File: config.mk
export PLATFORM = sky130hd
export DESIGN_NAME = tbc_regs
export DESIGN_NICKNAME = d
export VERILOG_FILES = /design/src/tbc_pkg.sv /design/src/tbc_regs.sv
export SDC_FILE = /design/constraint.sdc
export NUM_CORES = 1
export LEC_CHECK = 0
export BUFFER_PORTS_ARGS = -buffer_cell sky130_fd_sc_hd__buf_4
export CORE_ASPECT_RATIO = 1.75
export CORE_MARGIN = 5
export CORE_UTILIZATION = 46
export DETAILED_ROUTE_END_ITERATION = 10
export GPL_TIMING_DRIVEN = 0
export PLACE_DENSITY_LB_ADDON = 0.2
export REMOVE_ABC_BUFFERS = 1
export SYNTH_ARGS = -nofsm -noshare
export SYNTH_HDL_FRONTEND = slang
export SYNTH_SLANG_ARGS = --single-unit
File: constraint.sdc
create_clock -name MCLK -period 1.89 [get_ports MCLK]
set_input_delay 0 -clock MCLK [delete_from_list [all_inputs] [get_ports MCLK]]
set_output_delay 0 -clock MCLK [all_outputs]
set_load 0.005 [all_outputs]
File: src/tbc_pkg.sv
// Purpose : constants and types shared by the test board control register bank
// Assumes : 32-bit registers, one aligned long-word each, in a 4 Mbyte A24 space
// Notes   : all addresses are byte addresses within the module space
package tbc_pkg;

	// ************************************************************
	// register map
	// ************************************************************
	localparam logic [21:0] OFS_IDENTITY  = 22'h00_0000;
	localparam logic [21:0] OFS_CONTROL   = 22'h00_0004;
	localparam logic [21:0] OFS_STATUS    = 22'h00_0008;
	localparam logic [21:0] OFS_TRIM      = 22'h00_000C;
	localparam logic [21:0] OFS_PULSE     = 22'h00_0010;
	localparam logic [21:0] OFS_PROGRAM   = 22'h00_0014;
	localparam logic [21:0] OFS_CTRL_REV  = 22'h00_0018;
	localparam logic [21:0] OFS_PROC1_REV = 22'h00_001C;
	localparam logic [21:0] OFS_PROC2_REV = 22'h00_0020;
	localparam logic [21:0] OFS_IRQ_VEC   = 22'h00_0024;
	localparam logic [21:0] OFS_USER_SEL  = 22'h00_0028;
	localparam logic [21:0] OFS_USER_BUS  = 22'h00_002C;
	// buffer windows: card memory then board dual-port ram
	localparam logic [21:0] CARD_WIN_LO   = 22'h08_0000;
	localparam logic [21:0] CARD_WIN_HI   = 22'h1F_FFFF;
	localparam logic [21:0] RAM_WIN_LO    = 22'h20_0000;

	// ************************************************************
	// address modifiers answered
	// ************************************************************
	localparam logic [5:0] AM_A24_USER  = 6'h39;
	localparam logic [5:0] AM_A24_SUPER = 6'h3D;

	// ************************************************************
	// field positions and reset values
	// ************************************************************
	localparam int ID_SERIAL_LSB  = 16;
	localparam int ID_ISSUE_LSB   = 24;
	localparam int TRIM_B_LSB     = 5;
	localparam int PRG_CCLK_BIT   = 8;
	localparam int PRG_PROG_BIT   = 9;
	localparam int PRG_WRITE_BIT  = 10;
	localparam int PRG_INIT_BIT   = 11;
	localparam int PRG_DONE_BIT   = 12;
	localparam int PRG_BUSY_BIT   = 13;
	localparam int PRG_SEL_LSB    = 16;
	localparam logic [31:0] RST_ZERO = 32'h0000_0000;
	localparam logic [7:0]  FUNC_VME = 8'h80;
	localparam logic [3:0]  SEL_NONE = 4'h0;
	localparam logic [3:0]  SEL_EE_LAST = 4'h4;
	localparam logic [3:0]  SEL_CS_LAST = 4'h8;
	localparam logic [1:0]  BRC_START = 2'b01;
	localparam logic [1:0]  BRC_STOP  = 2'b00;

	// ************************************************************
	// timing
	// ************************************************************
	localparam int CLK_PERIOD_PS  = 4000;
	localparam int PULSE_TIME_NS  = 200;
	localparam int PULSE_CYC      = (PULSE_TIME_NS * 1000) / CLK_PERIOD_PS;
	localparam int MEM_LAT_CYC    = 4;

	// ************************************************************
	// types
	// ************************************************************
	typedef enum logic [1:0] {
		TBC_IDLE = 2'b00,
		TBC_MEM  = 2'b01,
		TBC_ACK  = 2'b10
	} tbc_state_type;

	typedef struct packed {
		logic       write_n;
		logic       prog_n;
		logic       cclk;
		logic [7:0] data;
	} tbc_prog_type;

	typedef struct packed {
		logic [3:0] eeprom_sel;
		logic [3:0] fpga_cs;
	} tbc_select_type;

endpackage : tbc_pkg

File: src/tbc_regs.sv
// Purpose : control/status register bank of the test board controller, vme a24 slave
// Assumes : vme strobes already synchronous to MCLK, single 32-bit data strobe
// Notes   : buffer windows are forwarded to an external memory port with fixed latency
//
// How it works
// RQ1: identity holds type, serial, issue
// RQ2: control word clears to zero on reset
// RQ3: control bit 0 requests run
// RQ4: run is request OR remote start
// RQ5: broadcast 01 starts, 00 stops
// RQ6: status is read-only, writes ignored
// RQ7: status bits show config, run, remote, ready
// RQ8: remote flag follows broadcast start/stop
// RQ9: trim bits set two 1 ns phases
// RQ10: trim applies only on external clock
// RQ11: pulse bit 0 resets processing fpgas
// RQ12: pulse bit 1 resets timing receiver
// RQ13: pulse bits 2,3 reset cards
// RQ14: pulse bits read zero, zero ignored
// RQ15: programming word drives fpga configuration
// RQ16: select field decodes eeproms and chip selects
// RQ17: controller revision: version, function, id
// RQ18: processor revisions share layout and id
// RQ19: function codes follow fixed encoding
// RQ20: interrupt vector register is reserved; the code stores bits 7:0 and drives them on IRQ_VECTOR
// RQ21: user select and bussed lines driven
// RQ22: buffer windows reach memories
// RQ23: only modifiers 39 and 3D answered
// RQ24: every mapped access gets acknowledge
// RQ25: host sequences programming bits correctly
// RQ26: pulse width counted from next cycle
// RQ27: broadcast start synchronised before use
`timescale 1ns/10ps
module tbc_regs
	import tbc_pkg::*;
#(
	parameter logic [15:0] MODULE_TYPE = 16'h5A5A,  // arbitrary value
	parameter logic [3:0]  ISSUE       = 4'h1,
	parameter logic [7:0]  VERSION     = 8'h01,
	parameter logic [7:0]  FUNC_CODE   = FUNC_VME,
	parameter int          PULSE_LEN   = PULSE_CYC,
	parameter int          MEM_LAT     = MEM_LAT_CYC
) (
	input  wire logic           MCLK,
	input  wire logic           SYS_RST,
	input  wire logic [1:0]     BASE_SW,
	input  wire logic [7:0]     BOARD_SERIAL,
	input  wire logic           VME_AS_N,
	input  wire logic           VME_DS_N,
	input  wire logic           VME_WRITE_N,
	input  wire logic [5:0]     VME_AM,
	input  wire logic [23:2]    VME_ADDR,
	input  wire logic [31:0]    VME_DIN,
	output logic [31:0]         VME_DOUT,
	output logic                VME_DOE,
	output logic                VME_DTACK_N,
	output logic                VME_DTACK_OE,
	input  wire logic [7:6]     BRCST,
	input  wire logic           PROC1_CFG_DONE,
	input  wire logic           PROC2_CFG_DONE,
	input  wire logic           TIMING_RX_READY,
	input  wire logic           CLK_SRC_EXT,
	input  wire logic [31:0]    PROC1_REV,
	input  wire logic [31:0]    PROC2_REV,
	input  wire logic           PROG_INIT,
	input  wire logic           PROG_DONE,
	input  wire logic           PROG_BUSY,
	output logic                TEST_RUN,
	output logic [4:0]          TRIM_A,
	output logic [4:0]          TRIM_B,
	output logic [3:0]          RESET_PULSES,
	output tbc_prog_type        PROG_CTRL,
	output tbc_select_type      PROG_SELECT,
	output logic [7:0]          IRQ_VECTOR,
	output logic [16:0]         USER_SEL,
	output logic [14:0]         USER_BUS,
	output logic                MEM_REQ,
	output logic                MEM_WR,
	output logic [21:2]         MEM_ADDR,
	output logic [31:0]         MEM_WDATA,
	input  wire logic [31:0]    MEM_RDATA
);

	// ************************************************************
	// state
	// ************************************************************
	tbc_state_type state_r;
	logic          run_req_r;
	logic [1:0]    brc_meta_r;
	logic [1:0]    brc_sync_r;
	logic          remote_run_r;
	logic [9:0]    trim_r;
	logic [18:0]   prog_r;
	logic [3:0]    sel_r;
	logic [3:0]    mem_cnt_r;
	logic [5:0]    pulse_cnt_r [4];
	logic [31:0]   rdata_nxt;
	logic          in_win_nxt;
	logic [21:0]   ofs;
	logic          strobe;

	assign ofs    = {VME_ADDR[21:2], 2'b00};
	// a new cycle starts only from idle with both strobes low
	assign strobe = (state_r == TBC_IDLE) && !VME_AS_N && !VME_DS_N
		&& ((VME_AM == AM_A24_USER) || (VME_AM == AM_A24_SUPER))  // RQ23
		&& (VME_ADDR[23:22] == BASE_SW);

	// ************************************************************
	// address decode and read mux
	// ************************************************************
	always_comb begin
		in_win_nxt = (ofs >= CARD_WIN_LO);  // RQ22
		rdata_nxt  = RST_ZERO;
		unique case (ofs)
			OFS_IDENTITY:  rdata_nxt = {4'h0, ISSUE, BOARD_SERIAL, MODULE_TYPE};  // RQ1
			OFS_CONTROL:   rdata_nxt = {31'h0000_0000, run_req_r};
			OFS_STATUS:    rdata_nxt = {27'h000_0000, TIMING_RX_READY, remote_run_r,
				TEST_RUN, PROC2_CFG_DONE, PROC1_CFG_DONE};  // RQ7
			OFS_TRIM:      rdata_nxt = {22'h00_0000, trim_r};
			OFS_PULSE:     rdata_nxt = RST_ZERO;  // RQ14
			OFS_PROGRAM:   rdata_nxt = {12'h000, sel_r, 2'b00, PROG_BUSY, PROG_DONE,
				PROG_INIT, prog_r[10:0]};
			OFS_CTRL_REV:  rdata_nxt = {VERSION, FUNC_CODE, MODULE_TYPE};  // RQ17 RQ19
			OFS_PROC1_REV: rdata_nxt = PROC1_REV;  // RQ18
			OFS_PROC2_REV: rdata_nxt = PROC2_REV;  // RQ18
			OFS_IRQ_VEC:   rdata_nxt = {24'h00_0000, IRQ_VECTOR};
			OFS_USER_SEL:  rdata_nxt = {15'h0000, USER_SEL};
			OFS_USER_BUS:  rdata_nxt = {17'h0_0000, USER_BUS};
			default:       rdata_nxt = RST_ZERO;  // unused holes read zero but still answer
		endcase
	end

	// ************************************************************
	// bus handshake: dtack held until the master lifts its strobe
	// ************************************************************
	always_ff @(posedge MCLK) begin
		if (SYS_RST) begin
			state_r      <= TBC_IDLE;
			mem_cnt_r    <= 4'h0;
			VME_DTACK_N  <= 1'b1;
			VME_DTACK_OE <= 1'b0;
			VME_DOE      <= 1'b0;
			VME_DOUT     <= RST_ZERO;
		end else begin
			unique case (state_r)
				TBC_IDLE: if (strobe) begin
					VME_DOUT <= rdata_nxt;
					if (in_win_nxt) begin
						state_r   <= TBC_MEM;
						mem_cnt_r <= 4'(MEM_LAT);
					end else begin
						state_r      <= TBC_ACK;  // RQ24
						VME_DTACK_N  <= 1'b0;
						VME_DTACK_OE <= 1'b1;
						VME_DOE      <= VME_WRITE_N;
					end
				end
				TBC_MEM: begin
					mem_cnt_r <= mem_cnt_r - 4'h1;
					if (mem_cnt_r == 4'h1) begin
						state_r      <= TBC_ACK;  // RQ24
						VME_DOUT     <= MEM_RDATA;  // RQ22
						VME_DTACK_N  <= 1'b0;
						VME_DTACK_OE <= 1'b1;
						VME_DOE      <= VME_WRITE_N;
					end
				end
				TBC_ACK: if (VME_DS_N) begin
					state_r      <= TBC_IDLE;
					VME_DTACK_N  <= 1'b1;
					VME_DTACK_OE <= 1'b0;
					VME_DOE      <= 1'b0;
				end
				default: state_r <= TBC_IDLE;
			endcase
		end
	end

	// ************************************************************
	// memory window port: one-cycle request at the start of a cycle
	// ************************************************************
	always_ff @(posedge MCLK) begin
		if (SYS_RST) begin
			MEM_REQ   <= 1'b0;
			MEM_WR    <= 1'b0;
			MEM_ADDR  <= 20'h0_0000;
			MEM_WDATA <= RST_ZERO;
		end else begin
			MEM_REQ <= strobe && in_win_nxt;  // RQ22
			if (strobe && in_win_nxt) begin
				MEM_WR    <= !VME_WRITE_N;
				MEM_ADDR  <= VME_ADDR[21:2];
				MEM_WDATA <= VME_DIN;
			end
		end
	end

	// ************************************************************
	// run request and remote start
	// ************************************************************
	always_ff @(posedge MCLK) begin
		if (SYS_RST) begin
			run_req_r <= 1'b0;  // RQ2
		end else if (strobe && !VME_WRITE_N && ofs == OFS_CONTROL) begin
			run_req_r <= VME_DIN[0];  // RQ3
		end
	end

	// two-stage sync; only the second stage is decoded
	always_ff @(posedge MCLK) begin
		if (SYS_RST) begin
			brc_meta_r   <= 2'b00;
			brc_sync_r   <= 2'b00;
			remote_run_r <= 1'b0;
		end else begin
			brc_meta_r <= BRCST;  // RQ27
			brc_sync_r <= brc_meta_r;
			if (brc_sync_r == BRC_START) begin
				remote_run_r <= 1'b1;  // RQ5 RQ8
			end else if (brc_sync_r == BRC_STOP) begin
				remote_run_r <= 1'b0;  // RQ5 RQ8
			end
		end
	end

	always_ff @(posedge MCLK) begin
		if (SYS_RST) begin
			TEST_RUN <= 1'b0;
		end else begin
			TEST_RUN <= run_req_r | remote_run_r;  // RQ4
		end
	end

	// ************************************************************
	// clock phase trim; zero steps while the timing receiver clocks us
	// ************************************************************
	always_ff @(posedge MCLK) begin
		if (SYS_RST) begin
			trim_r <= 10'h000;
			TRIM_A <= 5'h00;
			TRIM_B <= 5'h00;
		end else begin
			if (strobe && !VME_WRITE_N && ofs == OFS_TRIM) begin
				trim_r <= VME_DIN[9:0];  // RQ9
			end
			TRIM_A <= CLK_SRC_EXT ? trim_r[TRIM_B_LSB-1:0] : 5'h00;  // RQ10
			TRIM_B <= CLK_SRC_EXT ? trim_r[9:TRIM_B_LSB] : 5'h00;  // RQ10
		end
	end

	// ************************************************************
	// reset pulses: a retrigger during a pulse is ignored
	// ************************************************************
	for (genvar i = 0; i < 4; i++) begin : g_pulse
		always_ff @(posedge MCLK) begin
			if (SYS_RST) begin
				pulse_cnt_r[i]  <= 6'h00;
				RESET_PULSES[i] <= 1'b0;
			end else if (strobe && !VME_WRITE_N && ofs == OFS_PULSE && VME_DIN[i]
				&& pulse_cnt_r[i] == 6'h00) begin
				pulse_cnt_r[i]  <= 6'(PULSE_LEN);  // RQ11 RQ12 RQ13 RQ26
				RESET_PULSES[i] <= 1'b1;
			end else if (pulse_cnt_r[i] != 6'h00) begin
				pulse_cnt_r[i]  <= pulse_cnt_r[i] - 6'h01;
				RESET_PULSES[i] <= (pulse_cnt_r[i] != 6'h01);
			end
		end
	end

	// ************************************************************
	// programming word and device select decode
	// ************************************************************
	always_ff @(posedge MCLK) begin
		if (SYS_RST) begin
			prog_r      <= 19'h0_0000;
			sel_r       <= SEL_NONE;
			PROG_CTRL   <= '{write_n: 1'b1, prog_n: 1'b1, cclk: 1'b0, data: 8'h00};
			PROG_SELECT <= '{eeprom_sel: 4'h0, fpga_cs: 4'h0};
		end else begin
			if (strobe && !VME_WRITE_N && ofs == OFS_PROGRAM) begin
				prog_r <= VME_DIN[18:0];  // RQ15
				sel_r  <= VME_DIN[PRG_SEL_LSB+3:PRG_SEL_LSB];
			end
			PROG_CTRL.write_n <= !prog_r[PRG_WRITE_BIT];  // RQ15
			PROG_CTRL.prog_n  <= !prog_r[PRG_PROG_BIT];
			PROG_CTRL.cclk    <= prog_r[PRG_CCLK_BIT];
			PROG_CTRL.data    <= prog_r[7:0];
			for (int k = 0; k < 4; k++) begin
				PROG_SELECT.eeprom_sel[k] <= (sel_r == 4'(k + 1));  // RQ16
				PROG_SELECT.fpga_cs[k]    <= (sel_r == 4'(k + 5));  // RQ16
			end
		end
	end

	// ************************************************************
	// interrupt vector and user lines: plain storage
	// ************************************************************
	always_ff @(posedge MCLK) begin
		if (SYS_RST) begin
			IRQ_VECTOR <= 8'h00;
			USER_SEL   <= 17'h0_0000;
			USER_BUS   <= 15'h0000;
		end else if (strobe && !VME_WRITE_N) begin
			if (ofs == OFS_IRQ_VEC) begin
				IRQ_VECTOR <= VME_DIN[7:0];  // RQ20
			end
			if (ofs == OFS_USER_SEL) begin
				USER_SEL <= VME_DIN[16:0];  // RQ21
			end
			if (ofs == OFS_USER_BUS) begin
				USER_BUS <= VME_DIN[14:0];  // RQ21
			end
		end
	end

	// ************************************************************
	// checks
	// ************************************************************
	logic wr_pulse;
	assign wr_pulse = strobe && !VME_WRITE_N && ofs == OFS_PULSE;
endmodule : tbc_regs
==> key figures, run 1 <==
Power
  • Pleak: 0.00669 uW
  • VDD IR max: 816 uV
  • Pwr dens: 740 nW/um^2
  • Total power: 12500 uW

Floorplanning
  • Die Ht: 211 um
  • Core box area: 22700 sq um
  • Initial Util: 0.468
  • Die area: 26400 sq um
  • Row cnt: 73
  • IO Count: 343
  • Die Width: 125 um

Clock network
  • Clk slew on worst S/H paths: 0.07 ns
  • Root Driver: clkbuf_16
  • Num Clock Sinks: 224
  • Total CTS buffers: 22
  • H-tree Lvls: 1
  • Latest clock arrival within the worst-skew pair: 0.53 ns
  • CTS tree: yes
  • Clock Path Buffers: 3

Finish
  • Final core area utilization: 0.744
  • Syn-to-layout area delta: 59.1%
  • Share of cells above drive strength 1: 0.324
  • Final Non-Filler Cells: 2068
  • Nets: 1941

Yosys
  • Number of synthesized flops with an enable pin: 24
  • Post-synth top area cell: dfxtp_1
  • Cells after Synth: 1265
  • Top-count cell post-synth: dfxtp_1
  • Largest family of logic cells by synthesized area: simple AND/OR/NAND/NOR gates
  • Post-Synth Simple-Gate Area: 0.235
  • Async S/R FF share, synth: 0
  • Largest cells by area after synthesis: dfxtp_1, a21oi_1, edfxtp_1
  • Ys Warns: 0
  • Main synth FF type: dfxtp_1
  • #FFs+latches synth: 224
  • Average size of a mapped cell: 8.41 sq um
  • Mux share of post-synthesis cell area: 0.0407
  • XOR/XNOR Fraction of Synth Area: 0.0124
  • Area share of the largest cell type after synthesis: 0.377
  • Most frequent cells after synthesis: dfxtp_1, nand2_1, a21oi_1, o21ai_0, clkbuf_1
  • Compound-Gate Fraction of Synth Area: 0.202
  • Cell area after synthesis: 10600 sq um
  • Synth cell types: 63
  • Sequential area share after synthesis: 0.444
  • Post-Synth Adder-Cell Area: 0.0129

Placement
  • Routability cong.: 0.850
  • Placed cells: 1815
  • PortBufs: 341
  • Hpwl dp: 29000 um

Run
  • Maxcap violations: 0

Status
  • Failing checks: setup timing
  • Status: finished, violations left

STA
  • TNS Setup: -16.88 ns
  • Slew headroom: 0.324
  • Slew @ Worst Pin: 1.01 ns
  • Worst clock skew: 0.0286 ns
  • Slew Limit Fails: 0
  • # setup viols final: 158
  • Min Tclk post-route: 2.13 ns
  • Setup ws final: -0.236 ns
  • Final hold vios: 0
  • Fin crit share: 1.12
  • RSZ-0062 raised after global routing: yes
  • FMAX: 470 MHz

Critical path
  • CP Data Arrival Time: 2.52 ns
  • Setup crit end kind: flip-flop
  • Setup CP Type: reg -> reg
  • CP max FO: 8
  • Startpoint Class: flip-flop
  • FF-to-FF path depth: 8
  • Worst path required time: 2.28 ns

Drt
  • DRT iter0 DRCs: 1364
  • Vias/cell: 6.10
  • 1st-pass router iterations: 8
  • Detail Route Antenna Nets: 0
  • Via Count: 12607
  • WL per Instance: 24.0 um
  • Final wirelength: 49600 um
  • # DRC: 0

GRT
  • Gr usage total: 0.338
  • First-pass GRT wire length: 70800 um
  • Overflow after GRT: 0
  • Largest net degree at the start of global routing: 120
  • Initial antenna violation count: 1
  • Vias in the first global route: 12459

Worst hold path
  • Worst hold path type: in -> reg
  • Hold depth: 4
==> flip-flops by register name, indices dropped and copies added (netlist names), 10 cells and up <==
register     cells
PROG_CTRL       11
USER_SEL        17
trim_r          10
pulse_cnt_r     24
MEM_WDATA       32
USER_BUS        15
VME_DOUT        32
prog_r          11
MEM_ADDR        20
==> cell usage in the layout (no fill, tap or decap), types with 12 or more instances in the layout <==
cell / count
mux2i_1: 31
inv_1: 37
nand2_1: 151
buf_6: 16
o21ai_1: 15
clkbuf_16: 28
edfxtp_1: 24
a211oi_1: 26
o21ai_0: 75
and4_1: 20
nor4_1: 21
nor3_1: 39
dfxtp_1: 197
dlygate4sd3_1: 132
o31ai_1: 12
nor2_1: 40
nand3_1: 72
a22oi_1: 13
and2_1: 17
a21oi_2: 14
a21oi_1: 131
buf_4: 380
nor2b_1: 19
==> critical path, cell delays in order, from the launching register on <==
cell	delay [ns]
dfxtp_4	0.35
and4bb_2	0.34
buf_4	0.14
nand3_4	0.12
buf_6	0.20
or3_4	0.46
clkbuf_16	0.22
nand2_1	0.10
a21oi_2	0.08
==> cells by family after synthesis <==
family	Yosys count
multiplexers	41
adder cells (fa/ha/maj)	11
AND/OR/NAND/NOR	476
AO/OA/AOI/OAI	357
flip-flops	224
XOR/XNOR	15
buffers and inverters	141
==> power breakdown <==
group | total, uW | internal [uW] | leakage [uW] | switching [uW]
clock | 4490 | 2490 | 0.000353 | 2000
sequential | 5420 | 5160 | 0.00189 | 264
combinational | 2620 | 1290 | 0.00445 | 1330
total | 12500 | 8940 | 0.00669 | 3590
==> metrics by stage <==
stage	worst slack, ns	area, sq um	hold WS (ns)
5_1_grt	-0.263	16900	0.0549
2_1_floorplan	-2.44	10200	0.0662
3_5_place_dp	-1.46	13500	0.217
4_1_cts	-0.160	16400	0.00707
3_3_place_gp	-4.78	13200	0.213
6_report	-0.236	16900	0.0265
==> cell type report <==
class / count / area, sq um
Sequential cell: 224 / 4730
Clock inverter: 9 / 86.3
Timing Repair Buffer: 560 / 5050
Antenna cell: 2 / 5.00
Clock buffer: 31 / 634
Inverter: 37 / 139
Fill cell: 1587 / 5820
Tap cell: 300 / 375
Multi-Input combinational cell: 905 / 5900
==> layer usage <==
| metal | GRT usage | routed length, um |
|---|---|---|
| met2 | 0.598 | 24700 |
| met4 | 0.196 | 3600 |
| met3 | 0.0643 | 4540 |
| met1 | 0.378 | 16700 |
| met5 | 0 | 0 |
==> worst paths after layout <==
kind	from	to	slack, ns
setup / recovery	state_r[1]$_SDFFE_PP0P_	MEM_ADDR[18]$_SDFFE_PP0P_	-0.24
hold / removal	PROC2_REV[17]	VME_DOUT[17]$_SDFFE_PP0P_	0.03
setup reg to reg	state_r[1]$_SDFFE_PP0P_	MEM_ADDR[18]$_SDFFE_PP0P_	-0.24
hold reg to reg	prog_r[10]$_SDFFE_PP0P_	PROG_CTRL[10]$_SDFF_PP1_	0.42
==> timing repair <==
action                     CTS  global route
pin swaps                   28            48
hold buffers               132             0
hold endpoints to repair   173             0
buffers inserted            56             7
gates cloned                 5            11
resized for setup           78            73
setup endpoints to repair  196           194
No activity file was read; power rests on OpenSTA's default activity.
==> run 2, diff against run 1 <==
Settings changed: CELL_PAD_IN_SITES_DETAIL_PLACEMENT from default to 0, CELL_PAD_IN_SITES_GLOBAL_PLACEMENT from default to 1, CORE_UTILIZATION 46 to 34, SLEW_MARGIN from default to 20.
==> key figures, run 2 (synthesis results as in run 1) <==
Run
  • Maxcap violations: 0 (unchanged)

Clock network
  • H-tree Lvls: 1 (unchanged)
  • CTS tree: yes (unchanged)
  • Clk slew on worst S/H paths: 0.06 ns (was 0.07 ns)
  • Latest clock arrival within the worst-skew pair: 0.53 ns (about the same)
  • Total CTS buffers: 23 (was 22)
  • Root Driver: clkbuf_16 (unchanged)
  • Clock Path Buffers: 3 (unchanged)
  • Num Clock Sinks: 224 (unchanged)

Drt
  • Met3 WL: 2970 um (was 4540 um)
  • Final wirelength: 51900 um (was 49600 um)
  • Highest Signal Layer: met4 (unchanged)
  • M1 wire length: 18800 um (was 16700 um)
  • 1st-pass router iterations: 5 (was 8)
  • WL per Instance: 23.7 um (was 24.0 um)
  • WL met2: 27300 um (was 24700 um)
  • # DRC: 0 (unchanged)
  • DRT iter0 DRCs: 721 (was 1364)
  • Via Count: 12220 (was 12607)
  • Vias/cell: 5.57 (was 6.10)
  • Detail Route Antenna Nets: 0 (unchanged)

Floorplanning
  • Initial Util: 0.345 (was 0.468)
  • Die Width: 144 um (was 125 um)
  • Core box area: 30800 sq um (was 22700 sq um)
  • Row cnt: 85 (was 73)
  • Die Ht: 244 um (was 211 um)
  • IO Count: 343 (unchanged)
  • Die area: 35100 sq um (was 26400 sq um)

Finish
  • Register area: 4730 sq um (about the same)
  • Nets: 1975 (was 1941)
  • Share of cells above drive strength 1: 0.395 (was 0.324)
  • Largest regs: MEM_WDATA x32, VME_DOUT x32, pulse_cnt_r x24 (unchanged)
  • Fillers: 2780 (was 1587)
  • Commonest non-fill, non-tap cell in the layout: buf_4 (unchanged)
  • Cell area after layout: 18100 sq um (was 16900 sq um)
  • Footprint of the multi-input gates: 6540 sq um (was 5900 sq um)
  • Most frequent cells in the layout: buf_4, dfxtp_1, dlygate4sd3_1, nand2_1, a21oi_1 (was buf_4, dfxtp_1, nand2_1, dlygate4sd3_1, a21oi_1)
  • Syn-to-layout area delta: 70.4% (was 59.1%)

Placement
  • Routability cong.: 0.856 (was 0.850)
  • Dpl cell area: 13600 sq um (was 13500 sq um)
  • DP Worst Slack: -1.75 ns (was -1.46 ns)
  • Hpwl dp: 31900 um (was 29000 um)
  • PortBufs: 341 (unchanged)

Critical path
  • Startpoint Class: flip-flop (unchanged)
  • CP Data Arrival Time: 2.37 ns (was 2.52 ns)
  • Setup CP Type: reg -> reg (unchanged)
  • Start of the worst register-to-register path: state_r[1]$_SDFFE_PP0P_ (unchanged)
  • CP startpoint: state_r[1]$_SDFFE_PP0P_ (unchanged)
  • Setup crit end kind: flip-flop (unchanged)
  • CP peak stage delay: 0.44 ns (was 0.46 ns)
  • CP max FO: 6 (was 8)
  • Cell chain of the critical path: and4bb_4, nand4_1, or3_4, o31a_1, nand2b_4 (was and4bb_2, buf_4, nand3_4, buf_6, or3_4, clkbuf_16, nand2_1, a21oi_2)
  • Worst path required time: 2.12 ns (was 2.28 ns)
  • Family with the most delay on the worst path: simple AND/OR/NAND/NOR gates (unchanged)
  • CP Buf/Inv Count: 0 (was 3)
  • Critical-path top delay cell: or3_4 (unchanged)

Power
  • Pwr dens: 698 nW/um^2 (was 740 nW/um^2)
  • VDD IR max: 684 uV (was 816 uV)
  • Pleak: 0.00696 uW (was 0.00669 uW)

STA
  • Worst clock skew: 0.00748 ns (was 0.0286 ns)
  • Slew @ Worst Pin: 0.838 ns (was 1.01 ns)
  • Slew headroom: 0.439 (was 0.324)
  • RSZ-0062 raised after global routing: yes (unchanged)
  • Setup ws final: -0.246 ns (was -0.236 ns)
  • # setup viols final: 192 (was 158)
  • Min Tclk post-route: 2.14 ns (was 2.13 ns)
  • Slew Limit Fails: 0 (unchanged)
  • Final hold vios: 0 (unchanged)
  • FMAX: 468 MHz (was 470 MHz)
  • TNS Setup: -24.78 ns (was -16.88 ns)
  • Fin crit share: 1.13 (was 1.12)

Worst hold path
  • Min-delay src: PROC1_REV[23] (was PROC2_REV[17])
  • Worst hold path type: in -> reg (unchanged)

Status
  • Failing checks: setup timing (unchanged)
  • Status: finished, violations left (unchanged)

GRT
  • Vias in the first global route: 12361 (was 12459)
  • First-pass GRT wire length: 73500 um (was 70800 um)
  • Initial antenna violation count: 3 (was 1)
  • Gr usage total: 0.273 (was 0.338)
  • Largest net degree at the start of global routing: 113 (was 120)
  • Overflow after GRT: 0 (unchanged)
==> run 2: area by class of cell <==
| cell class | instances | area share |
|---|---|---|
| Sequential cell | 224 | 0.261 |
| Tap cell | 391 | 0.0270 |
| Inverter | 37 | 0.00767 |
| Clock buffer | 30 | 0.0332 |
| Multi-Input combinational cell | 907 | 0.361 |
| Clock inverter | 12 | 0.00601 |
| Timing Repair Buffer | 591 | 0.303 |
| Antenna cell | 3 | 0.000414 |
==> run 2: repair_timing <==
action,4_1_cts,5_1_grt
hold buffers,136,0
buffers inserted,56,34
resized for setup,160,194
pin swaps,67,80
setup endpoints to repair,196,190
cloned,13,9
hold endpoints to repair,170,0
==> run 2: path summary, 6_finish.rpt <==
kind                                endpoint  slack, ns  cells after the start
min                VME_DOUT[23]$_SDFFE_PP0P_       0.02                      4
min reg2reg          PROG_CTRL[9]$_SDFF_PP1_       0.44                      1
max reg2reg  pulse_cnt_r[0][2]$_SDFFCE_PN0P_      -0.25                      5
max          pulse_cnt_r[0][2]$_SDFFCE_PN0P_      -0.25                      5
==> run 2: routing by layer <==
layer  vias up  global-route usage
li1       5660                   -
met1      5942               0.300
met2       476               0.502
met3       142              0.0422
met4         0               0.129
met5         -                   0
==> run 2: stage by stage <==
stage	total power [uW]	hold slack [ns]	std cells	util
global route	13200	0.0431	2195	0.587
detailed placement	7530	0.216	1908	0.442
global placement	7480	0.215	1893	0.430
floorplan	6660	0.0662	1161	-
CTS	12600	0.0247	2155	0.551
finish	12600	0.0201	2195	0.587
==> run 2: report_power, final <==
part / switching (uW) / internal [uW]
combinational: 1340 / 1330
clock: 2010 / 2520
sequential: 274 / 5160
==> run 2: worst min-delay path: cells and delay by family <==
family | cells | cell delay, ns
AND/OR/NAND/NOR | 1 | 0.09
buffers and inverters | 1 | 0.07
AO/OA/AOI/OAI | 2 | 0.33
